### src/logic/charger_map.vh
// constants and timing figures of the charger enable, soft-start and pwm guard logic
// Overview of operation
// - supply input below 4 V keeps everything disabled.
// - adapter below 0.6 V with supply above 4.5 V: adapter-good and current monitor low.
// - adapter above 0.6 V and supply above 4.5 V enables reference and bias.
// - adapter-good rises 100 us after adapter passes 2.4 V; charger may then start.
// - charging starts only when every enable condition holds.
// - 2 ms must pass after adapter detected and charge-allow high before charging.
// - any stop condition ends ongoing charging at once.
// - each enable ramps the current target up in 8 equal steps.
// - each soft-start step lasts about 1.6 ms.
// - limit changes during charging apply at once, no ramp repeat.
// - pwm cycle runs at a fixed 700 kHz.
// - duty follows error versus ramp; high-side duty capped at 356 of 357 clocks, about 99.72 percent.
// - bootstrap low for more than 3 cycles forces a 40 ns low-side refresh.
// - after refresh return to full-on; refresh again whenever bootstrap falls low.
// - undercurrent while low-side on latches low-side off until next cycle.
// - peak overcurrent latches high-side off until next cycle.
// - average overcurrent gates high-side; threshold 145 percent or fixed 5 A.
// - gate drive supply needs supply above 4.5 V, adapter above 2.4 V, allow high.
// - thermal shutdown holds charger off until die cools below 135 C.
`ifndef CHARGER_MAP_VH
`define CHARGER_MAP_VH

`define CLK_FREQ_KHZ       250000
`define CLK_PERIOD_PS      4000
`define PWM_FREQ_KHZ       700
`define T_ADAPTER_GOOD_NS  100000
`define T_ALLOW_DELAY_NS   2000000
`define T_SS_STEP_NS       1600000
`define T_REFRESH_NS       40
`define SS_STEPS           8
`define BOOT_LOW_CYCLES    3

// least times round up, the pwm period rounds down
`define NS_TO_CYC_UP(t)    (((t) * 1000 + `CLK_PERIOD_PS - 1) / `CLK_PERIOD_PS)
`define ADAPTER_GOOD_CYC   `NS_TO_CYC_UP(`T_ADAPTER_GOOD_NS)
`define ALLOW_DELAY_CYC    `NS_TO_CYC_UP(`T_ALLOW_DELAY_NS)
`define SS_STEP_CYC        `NS_TO_CYC_UP(`T_SS_STEP_NS)
`define REFRESH_CYC        `NS_TO_CYC_UP(`T_REFRESH_NS)
`define PWM_PERIOD_CYC     (`CLK_FREQ_KHZ / `PWM_FREQ_KHZ)

`define SYNC_RESET_VAL     1'b0
`define STEP_ZERO          4'h0
`define CNT_ONE            20'h00001
`define CNT_ZERO           20'h00000

`endif

### src/logic/charger_ctrl.v
// power-up sequencing, charge enable, soft-start and pwm protection logic of the charger
`timescale 1ns/100ps
`include "charger_map.vh"
module charger_ctrl #(
  parameter ADAPTER_GOOD_CYC = `ADAPTER_GOOD_CYC,
  parameter ALLOW_DELAY_CYC  = `ALLOW_DELAY_CYC,
  parameter SS_STEP_CYC      = `SS_STEP_CYC,
  parameter PWM_PERIOD_CYC   = `PWM_PERIOD_CYC,
  parameter REFRESH_CYC      = `REFRESH_CYC
) (
  input  wire       clock_i,
  input  wire       nrst_i,
  input  wire       supply_above_4v_i,
  input  wire       supply_above_4v5_i,
  input  wire       adapter_above_0v6_i,
  input  wire       adapter_above_2v4_i,
  input  wire       bus_supply_above_2v5_i,
  input  wire       bus_supply_above_2v35_i,
  input  wire       adapter_batt_ok_i,
  input  wire [2:0] limits_valid_i,
  input  wire       charge_allow_i,
  input  wire       gate_drive_valid_i,
  input  wire       ref_valid_i,
  input  wire       die_above_155c_i,
  input  wire       die_below_135c_i,
  input  wire       batt_overvoltage_i,
  input  wire       error_above_ramp_i,
  input  wire       boot_low_i,
  input  wire       undercurrent_i,
  input  wire       peak_overcurrent_i,
  input  wire       avg_overcurrent_i,
  input  wire       current_limit_low_i,
  output reg        ref_enable_o,
  output reg        current_monitor_en_o,
  output reg        adapter_good_out_o,
  output reg        gate_drive_enable_o,
  output reg        charging_o,
  output reg  [3:0] soft_start_step_o,
  output reg        ocp_fixed_sel_o,
  output reg        high_side_on_o,
  output reg        low_side_on_o
);

  //////////////////////////////////////////////////////////////////////////////
  // synchronised comparator flags
  wire       s_4v;
  wire       s_4v5;
  wire       s_ad06;
  wire       s_ad24;
  wire       s_bus25;
  wire       s_bus235;
  wire       s_batt_ok;
  wire [2:0] s_limits;
  wire       s_allow;
  wire       s_gd_ok;
  wire       s_ref_ok;
  wire       s_hot;
  wire       s_cool;
  wire       s_ovp;
  wire       s_err_hi;
  wire       s_boot_low;
  wire       s_under;
  wire       s_peak_oc;
  wire       s_avg_oc;
  wire       s_ilim_low;

  // every analog decision passes two flops before logic sees it
  flag_sync #(
    .WIDTH (22)
  ) u_sync (
    .clock_i (clock_i),
    .nrst_i  (nrst_i),
    .d_i     ({supply_above_4v_i, supply_above_4v5_i, adapter_above_0v6_i,
                adapter_above_2v4_i, bus_supply_above_2v5_i, bus_supply_above_2v35_i,
                adapter_batt_ok_i, limits_valid_i, charge_allow_i, gate_drive_valid_i,
                ref_valid_i, die_above_155c_i, die_below_135c_i, batt_overvoltage_i,
                error_above_ramp_i, boot_low_i, undercurrent_i, peak_overcurrent_i,
                avg_overcurrent_i, current_limit_low_i}),
    .q_o     ({s_4v, s_4v5, s_ad06, s_ad24, s_bus25, s_bus235, s_batt_ok, s_limits,
                s_allow, s_gd_ok, s_ref_ok, s_hot, s_cool, s_ovp, s_err_hi, s_boot_low,
                s_under, s_peak_oc, s_avg_oc, s_ilim_low})
  );

  //////////////////////////////////////////////////////////////////////////////
  // supply lockouts with hysteresis and thermal latch
  reg supply_ok_q;
  reg bus_ok_q;
  reg thermal_q;

  // hysteresis keeps a slowly sagging rail from chattering the charger
  always @(posedge clock_i or negedge nrst_i) begin
    if (!nrst_i) begin
      supply_ok_q <= 1'b0;
      bus_ok_q    <= 1'b0;
      thermal_q   <= 1'b0;
    end else begin
      if (!s_4v)
        supply_ok_q <= 1'b0;
      else if (s_4v5)
        supply_ok_q <= 1'b1;
      if (!s_bus235)
        bus_ok_q <= 1'b0;
      else if (s_bus25)
        bus_ok_q <= 1'b1;
      // a hot die wins over the cool flag should both be seen
      if (s_hot)
        thermal_q <= 1'b1;
      else if (s_cool)
        thermal_q <= 1'b0;
    end
  end

  wire bias_on  = supply_ok_q & s_ad06;
  wire detected = bias_on & s_ad24;

  //////////////////////////////////////////////////////////////////////////////
  // adapter-good delay and charge-allow delay
  reg [19:0] ag_cnt_q;
  reg        ag_q;
  reg [19:0] al_cnt_q;
  reg        al_done_q;

  // both timers restart whenever their qualifying condition drops
  always @(posedge clock_i or negedge nrst_i) begin
    if (!nrst_i) begin
      ag_cnt_q  <= `CNT_ZERO;
      ag_q      <= 1'b0;
      al_cnt_q  <= `CNT_ZERO;
      al_done_q <= 1'b0;
    end else begin
      if (!detected) begin
        ag_cnt_q <= `CNT_ZERO;
        ag_q     <= 1'b0;
      end else if (ag_cnt_q == ADAPTER_GOOD_CYC[19:0] - `CNT_ONE) begin
        ag_q <= 1'b1;
      end else begin
        ag_cnt_q <= ag_cnt_q + `CNT_ONE;
      end
      if (!(ag_q & s_allow)) begin
        al_cnt_q  <= `CNT_ZERO;
        al_done_q <= 1'b0;
      end else if (al_cnt_q == ALLOW_DELAY_CYC[19:0] - `CNT_ONE) begin
        al_done_q <= 1'b1;
      end else begin
        al_cnt_q <= al_cnt_q + `CNT_ONE;
      end
    end
  end

  //////////////////////////////////////////////////////////////////////////////
  // charge enable
  wire gd_en    = s_4v5 & s_ad24 & s_allow & supply_ok_q & ~thermal_q;
  wire start_ok = supply_ok_q & s_4v5 & bus_ok_q & ag_q & s_batt_ok & (&s_limits) &
                  s_allow & al_done_q & s_gd_ok & s_ref_ok & ~thermal_q & ~s_ovp;
  wire stop     = ~(&s_limits) | ~s_allow | ~supply_ok_q | ~bus_ok_q | ~s_batt_ok |
                  s_ovp | thermal_q | ~ag_q;
  reg  chg_q;
  wire chg_d    = chg_q ? ~stop : start_ok;

  //////////////////////////////////////////////////////////////////////////////
  // soft-start ramp
  reg [19:0] ss_cnt_q;
  reg [3:0]  step_q;

  // next step, so the output shows step one on the very edge that charging starts
  wire [3:0] step_d = !chg_d ? `STEP_ZERO :
                      !chg_q ? 4'h1 :
                      (step_q != `SS_STEPS && ss_cnt_q == SS_STEP_CYC[19:0] - `CNT_ONE) ?
                      step_q + 4'h1 : step_q;

  // the ramp only runs from zero at enable; limit changes later bypass it
  always @(posedge clock_i or negedge nrst_i) begin
    if (!nrst_i) begin
      ss_cnt_q <= `CNT_ZERO;
      step_q   <= `STEP_ZERO;
    end else if (!chg_d) begin
      ss_cnt_q <= `CNT_ZERO;
      step_q   <= `STEP_ZERO;
    end else if (!chg_q) begin
      ss_cnt_q <= `CNT_ZERO;
      step_q   <= 4'h1;
    end else if (step_q != `SS_STEPS) begin
      if (ss_cnt_q == SS_STEP_CYC[19:0] - `CNT_ONE) begin
        ss_cnt_q <= `CNT_ZERO;
        step_q   <= step_q + 4'h1;
      end else begin
        ss_cnt_q <= ss_cnt_q + `CNT_ONE;
      end
    end
  end

  //////////////////////////////////////////////////////////////////////////////
  // pwm cycle, bootstrap refresh and cycle latches
  reg [8:0] cyc_q;
  reg [1:0] boot_cnt_q;
  reg [3:0] ref_cnt_q;
  reg       hs_latch_q;
  reg       ls_latch_q;

  wire cyc_start = (cyc_q == 9'h000);
  wire cyc_last  = (cyc_q == PWM_PERIOD_CYC[8:0] - 9'h001);
  wire refresh   = (ref_cnt_q != 4'h0);
  wire boot_trip = cyc_start & s_boot_low & (boot_cnt_q == `BOOT_LOW_CYCLES);

  // the last clock of each period is always off: that is the duty cap
  wire hs_d = chg_d & ~refresh & ~boot_trip & ~hs_latch_q & ~s_peak_oc & ~s_avg_oc &
              s_err_hi & ~cyc_last;
  wire ls_d = chg_d & (refresh | boot_trip |
              (~hs_d & ~ls_latch_q & ~(low_side_on_o & s_under)));

  always @(posedge clock_i or negedge nrst_i) begin
    if (!nrst_i) begin
      cyc_q      <= 9'h000;
      boot_cnt_q <= 2'h0;
      ref_cnt_q  <= 4'h0;
      hs_latch_q <= 1'b0;
      ls_latch_q <= 1'b0;
    end else begin
      // free-running period, independent of any analog level
      cyc_q <= cyc_last ? 9'h000 : cyc_q + 9'h001;
      if (cyc_start) begin
        if (!s_boot_low || boot_trip)
          boot_cnt_q <= 2'h0;
        else
          boot_cnt_q <= boot_cnt_q + 2'h1;
      end
      if (boot_trip)
        ref_cnt_q <= REFRESH_CYC[3:0] - 4'h1;
      else if (refresh)
        ref_cnt_q <= ref_cnt_q - 4'h1;
      // once high-side ends in a cycle it stays off until the next begins
      if (cyc_last)
        hs_latch_q <= 1'b0;
      else if (s_peak_oc | (high_side_on_o & ~hs_d))
        hs_latch_q <= 1'b1;
      if (cyc_last)
        ls_latch_q <= 1'b0;
      else if (low_side_on_o & s_under)
        ls_latch_q <= 1'b1;
    end
  end

  //////////////////////////////////////////////////////////////////////////////
  // registered outputs
  always @(posedge clock_i or negedge nrst_i) begin
    if (!nrst_i) begin
      ref_enable_o         <= 1'b0;
      current_monitor_en_o <= 1'b0;
      adapter_good_out_o   <= 1'b0;
      gate_drive_enable_o  <= 1'b0;
      charging_o           <= 1'b0;
      chg_q                <= 1'b0;
      soft_start_step_o    <= `STEP_ZERO;
      ocp_fixed_sel_o      <= 1'b0;
      high_side_on_o       <= 1'b0;
      low_side_on_o        <= 1'b0;
    end else begin
      ref_enable_o         <= bias_on;
      current_monitor_en_o <= bias_on;
      adapter_good_out_o   <= ag_q;
      gate_drive_enable_o  <= gd_en;
      chg_q                <= chg_d;
      charging_o           <= chg_d;
      soft_start_step_o    <= step_d;
      ocp_fixed_sel_o      <= s_ilim_low;
      high_side_on_o       <= hs_d;
      low_side_on_o        <= ls_d & ~hs_d;
    end
  end
endmodule

### src/logic/flag_sync.v
// two-flop synchroniser bank for comparator flags
`timescale 1ns/100ps
`include "charger_map.vh"
module flag_sync #(
  parameter WIDTH = 1
) (
  input  wire             clock_i,
  input  wire             nrst_i,
  input  wire [WIDTH-1:0] d_i,
  output wire [WIDTH-1:0] q_o
);
  reg [WIDTH-1:0] meta_q;
  reg [WIDTH-1:0] sync_q;

  // first stage is read by the second stage only
  always @(posedge clock_i or negedge nrst_i) begin
    if (!nrst_i) begin
      meta_q <= {WIDTH{`SYNC_RESET_VAL}};
      sync_q <= {WIDTH{`SYNC_RESET_VAL}};
    end else begin
      meta_q <= d_i;
      sync_q <= meta_q;
    end
  end

  assign q_o = sync_q;
endmodule

### config.mk
export PLATFORM = sky130hd
export DESIGN_NAME = charger_ctrl
export DESIGN_NICKNAME = d
export VERILOG_FILES = /design/src/logic/charger_ctrl.v /design/src/logic/flag_sync.v
export VERILOG_INCLUDE_DIRS = /design/src /design/src/logic
export SDC_FILE = /design/constraint.sdc
export NUM_CORES = 1
export LEC_CHECK = 0
export ABC_AREA = 0
export BUFFER_PORTS_ARGS = -buffer_cell sky130_fd_sc_hd__buf_2
export CAP_MARGIN = 20
export CORE_MARGIN = 2
export CORE_UTILIZATION = 30
export CTS_CLUSTER_SIZE = 16
export DETAILED_ROUTE_END_ITERATION = 16
export HOLD_SLACK_MARGIN = 0.03
export SLEW_MARGIN = 40
export SYNTH_ARGS = -nofsm -noshare
export SYNTH_HDL_FRONTEND = slang
export SYNTH_SLANG_ARGS = --single-unit
### constraint.sdc
create_clock -name clock_i -period 1.59 [get_ports clock_i]
set_input_delay 0.159 -clock clock_i [delete_from_list [all_inputs] [get_ports clock_i]]
set_output_delay 0.159 -clock clock_i [all_outputs]
set_load 0.1 [all_outputs]
==> results.rst <==
.. list-table::
   :header-rows: 1

   * - Metric
     - Value
   * - Status
     - finished, violations left
   * - Failing checks
     - negative setup slack
   * - Number of antenna violations at the first check in global routing
     - 0
   * - Final Power
     - between 7 and 8 mW
   * - Arr. time, crit path
     - 2.10 ns
   * - Critical Path RT
     - ~1.9 ns
   * - Clock tree buffer depth
     - 2
   * - Maximum number of pins on one net before global-route repair
     - 50
   * - Number of hold-slack violations in the final timing report
     - 0
   * - Slack of the worst reg-to-reg path
     - -0.16 ns
   * - Cts bufs inserted
     - 17
   * - Sink Count
     - 141
   * - Final Util
     - a little under half
   * - Critical R2R Capture
     - soft_start_step_o[2]$_DFF_PN0_
   * - Met3 track utilization from global routing
     - under 10%
   * - Initial cell density of the core
     - between 30% and 40%
   * - Total routed wirelength
     - about 14 mm
   * - Weighted congestion at the end of routability-driven global placement
     - ~0.83
   * - Register cell area after layout
     - around 0.0035 mm²
   * - Portion of netlist area occupied by mux cells
     - less than 1%
   * - Total routing resource utilization after global routing
     - between 10% and 20%
   * - Highest clock frequency the design can meet
     - between 500 and 600 MHz
   * - Synth area leader
     - sky130_fd_sc_hd__dfrtp_1
   * - Compound-gate portion of the synthesized area
     - roughly 6.7%
   * - Worst Setup End Kind
     - flop
   * - Share of synthesized area occupied by flip-flops and latches
     - around 60%
   * - Critical Path, Cell by Cell
     - nor4bb_2 -> and4_4 -> nand3_4 -> or3_4 -> a21oi_2
   * - Fin Hold WS
     - slightly below 0.2 ns
   * - TritonCTS clock tree
     - built
   * - Synthesized-area fraction occupied by and/or/nand/nor cells
     - between 20% and 30%
   * - Antenna fix cells
     - 0
   * - Pwr per Cell Area
     - 868 mW/mm²
   * - Design area
     - 0.00883 mm²
   * - Class of the tightest hold or removal check
     - in2async
   * - Fraction of registers with async set or reset after synthesis
     - 100%
   * - Worst voltage drop across the vdd grid
     - between 800 and 900 µV
   * - Worst Slack Setup Final
     - -0.163 ns
   * - Post-route clock period utilization
     - 110%
   * - Adder-Cell Fraction of Synth Area
     - 1.93%
   * - Leak Pwr
     - roughly 3.8 nW
   * - Horizontal die dimension
     - about 140 µm
   * - Wire length of the first global-routing pass
     - 22.2 mm
   * - HPWL after detailed placement
     - between 8 and 9 mm
   * - Warnings, synthesis
     - 0
   * - First-pass detailed-route iteration total
     - 4
   * - Register bit count reported by yosys
     - 141
   * - Overall via count from detail_route
     - approximately 4700
   * - Met2 GRT Util
     - about a quarter
   * - CTS Root Buffer Type
     - sky130_fd_sc_hd__clkbuf_16
   * - Post-route non-filler standard cell count
     - 1008
   * - Xor/xnor share of the synthesized area
     - 7.35%
   * - Number of nets with antenna violations after routing
     - 0
   * - Post-Place Cells
     - ~930
   * - Largest incremental delay on the critical path
     - about 0.4 ns
   * - Synth-to-Final Area Change
     - 51.2%
   * - Post-Synthesis Net Count
     - between 500 and 600
   * - Headroom to the max-slew limit
     - roughly 67%
   * - Remaining global-route overflow
     - 0
   * - Max_cap viols
     - 0
   * - Worst R2R Start
     - ss_cnt_q[15]$_DFFE_PN0P_
   * - I/O pins
     - 36
   * - Mean area per synthesized cell
     - roughly 11 µm²
   * - Largest family of logic cells by synthesized area
     - simple AND/OR/NAND/NOR gates
   * - Clock latency of the later-clocked register in the worst-skew pair
     - between 0.4 and 0.5 ns
   * - Area of the die
     - between 0.02 and 0.025 mm²
   * - Number of fill cells
     - around 1800
   * - Total placed instance area
     - between 0.007 and 0.008 mm²
   * - Number of pins exceeding their max-slew limit in the final report
     - 0
   * - Post-DR vias/cell
     - 4.68
   * - Synth unique cells
     - a little over 50
   * - Most frequent standard cell in the layout excluding fill and tap cells
     - sky130_fd_sc_hd__dfrtp_1
   * - Layer carrying the most global-route usage
     - met2
   * - RSZ-0062 raised after global routing
     - true
   * - Pin slew with the least headroom to its limit
     - 0.495 ns
   * - Clock slew at the register clock pins of the worst setup and hold paths
     - roughly 0.060 ns
   * - H-tree levels
     - 4
   * - Final min period
     - 1.75 ns
   * - Top cells by area, synth
     - sky130_fd_sc_hd__dfrtp_1 (60%), sky130_fd_sc_hd__xor2_1 (4.9%), sky130_fd_sc_hd__nor2_1 (4.4%)
   * - Cell area after technology mapping
     - between 0.005 and 0.006 mm²
   * - Cell with the largest stage delay on the worst path
     - sky130_fd_sc_hd__dfrtp_1
   * - Avg WL per Cell
     - around 14 µm
   * - Number of synthesized flops with an enable pin
     - 0
   * - Via count of the first global-routing pass
     - a little under 5000
   * - Main synth FF type
     - sky130_fd_sc_hd__dfrtp_1
   * - Number of DRC violations after detailed routing
     - 0
   * - Peak fanout along the critical path
     - 8
   * - Clock skew
     - approximately 0.0074 ns
   * - Area fraction of the dominant cell type after synthesis
     - about 60%
   * - Worst Setup Path Type
     - reg2reg
   * - Number of buffers and inverters on the critical path
     - 0
   * - GR met1 Demand/Resource
     - between 10% and 20%
   * - Count of routing violations after the opening detailed-route iteration
     - 255
   * - Row cnt
     - between 50 and 60
   * - Highest-count cells in the layout ignoring fill and taps
     - sky130_fd_sc_hd__dfrtp_1 (139), sky130_fd_sc_hd__buf_4 (122), sky130_fd_sc_hd__nor2_1 (56), sky130_fd_sc_hd__buf_2 (34)
   * - Cells on worst reg2reg path
     - 5
   * - Post-layout net count
     - 763
   * - Worst setup SP type
     - flop
   * - Number of failing setup endpoints in the final timing report
     - 46
   * - CP top delay family
     - simple AND/OR/NAND/NOR gates
   * - Number of I/O port buffers
     - 35
   * - Fraction of layout cells with a size suffix above 1
     - 43.1%
   * - Gate count of the mapped netlist
     - 529
   * - Placeable Area
     - 0.0193 mm²
   * - Vertical extent of the die
     - about 140 µm
   * - Multi-input gate area in the final layout
     - around 0.0028 mm²
==> metal layers <==
metal | share of wire, % | routed length [µm]
met5 | 0 | 0
met4 | 1.7 | 228
met3 | 2.8 | 379
met2 | 53 | 7240
met1 | 43 | 5810
==> worst max-delay path by stage <==
stage	endpoint	slack, ns	cells past startpoint	startpoint
2_1_floorplan	step_q[2]$_DFFE_PN0P_	-0.07	6	ss_cnt_q[14]$_DFFE_PN0P_
3_3_place_gp	step_q[2]$_DFFE_PN0P_	-0.21	6	ss_cnt_q[14]$_DFFE_PN0P_
3_5_place_dp	ss_cnt_q[5]$_DFFE_PN0P_	-0.22	6	ss_cnt_q[11]$_DFFE_PN0P_
4_1_cts	ss_cnt_q[5]$_DFFE_PN0P_	-0.14	6	ss_cnt_q[0]$_DFFE_PN0P_
5_1_grt	ss_cnt_q[19]$_DFFE_PN0P_	-0.27	7	ss_cnt_q[7]$_DFFE_PN0P_
6_report	soft_start_step_o[2]$_DFF_PN0_	-0.16	5	ss_cnt_q[15]$_DFFE_PN0P_
==> per-stage QoR <==
stage | setup slack, ns | TNS [ns]
after floorplan | -0.0671 | -0.692
after global placement | -0.208 | -4.47
after detailed placement | -0.216 | -4.35
after CTS | -0.139 | -1.78
after global routing | -0.275 | -8.63
final | -0.163 | -3.97
==> power breakdown <==
part	switching, mW	internal (mW)
Combinational	0.129	0.0879
Clock	1.54	2.23
Sequential	0.0226	3.65
Total	1.69	5.97
==> final cells by class <==
type                            instances  share of cell area [%]
Clock buffer                           19                    5.13
Inverter                               13                   0.552
Multi-Input combinational cell        361                    31.9
Tap cell                              265                    3.75
Clock inverter                         13                    1.32
Timing Repair Buffer                  196                    17.4
Sequential cell                       141                    40.0
==> logic make-up (layout without fill, tap and decap cells) <==
kind of cell | Yosys count | count (layout)
mux | 3 | 3
compound gates | 67 | 67
fa+ha+maj | 9 | 9
xor+xnor | 49 | 49
flops | 141 | 141
simple gates | 232 | 233
buf+inv | 28 | 241
==> synthesized netlist by cell type (2+ instances only) <==
library cell and number:
sky130_fd_sc_hd__o21a_1 2, sky130_fd_sc_hd__buf_4 2, sky130_fd_sc_hd__or3_1 13, sky130_fd_sc_hd__nand4_1 16, sky130_fd_sc_hd__nor3_2 3, sky130_fd_sc_hd__ha_1 9
sky130_fd_sc_hd__nor2_1 68, sky130_fd_sc_hd__dfrtp_1 141, sky130_fd_sc_hd__clkbuf_1 11, sky130_fd_sc_hd__and4_1 4, sky130_fd_sc_hd__nand4b_1 4, sky130_fd_sc_hd__nor4b_1 4
sky130_fd_sc_hd__a21oi_1 29, sky130_fd_sc_hd__nor4bb_1 2, sky130_fd_sc_hd__nor3_1 13, sky130_fd_sc_hd__nand3b_1 3, sky130_fd_sc_hd__and3_1 11, sky130_fd_sc_hd__nand2_1 34
sky130_fd_sc_hd__inv_1 13, sky130_fd_sc_hd__o21ai_0 19, sky130_fd_sc_hd__nor3b_1 2, sky130_fd_sc_hd__nor4_1 8, sky130_fd_sc_hd__xor2_1 33, sky130_fd_sc_hd__or3b_2 2
sky130_fd_sc_hd__a22oi_1 3, sky130_fd_sc_hd__buf_2 2, sky130_fd_sc_hd__a21o_1 3, sky130_fd_sc_hd__and2_1 3, sky130_fd_sc_hd__a31oi_1 2, sky130_fd_sc_hd__nand3_1 31
sky130_fd_sc_hd__mux2_2 2, sky130_fd_sc_hd__or4_1 3, sky130_fd_sc_hd__xnor2_1 16
==> what timing repair did <==
item                                    4_1_cts  5_1_grt
pin swaps                                    26       58
endpoints found under the setup margin       56       64
gates cloned                                  1        0
buffers inserted                             16       12
hold buffers                                 23        0
resized for setup                            54       91
hold endpoints to repair                    140        0
==> state kept, by name, indices dropped and copies added, names as in the netlist, 2 cells and up <==
signal             count
ag_cnt_q              20
al_cnt_q              20
boot_cnt_q             2
cyc_q                  9
ref_cnt_q              4
soft_start_step_o      4
ss_cnt_q              20
step_q                 4
u_sync.meta_q         22
u_sync.q_o            22
Power figures use the tool's default switching activity.
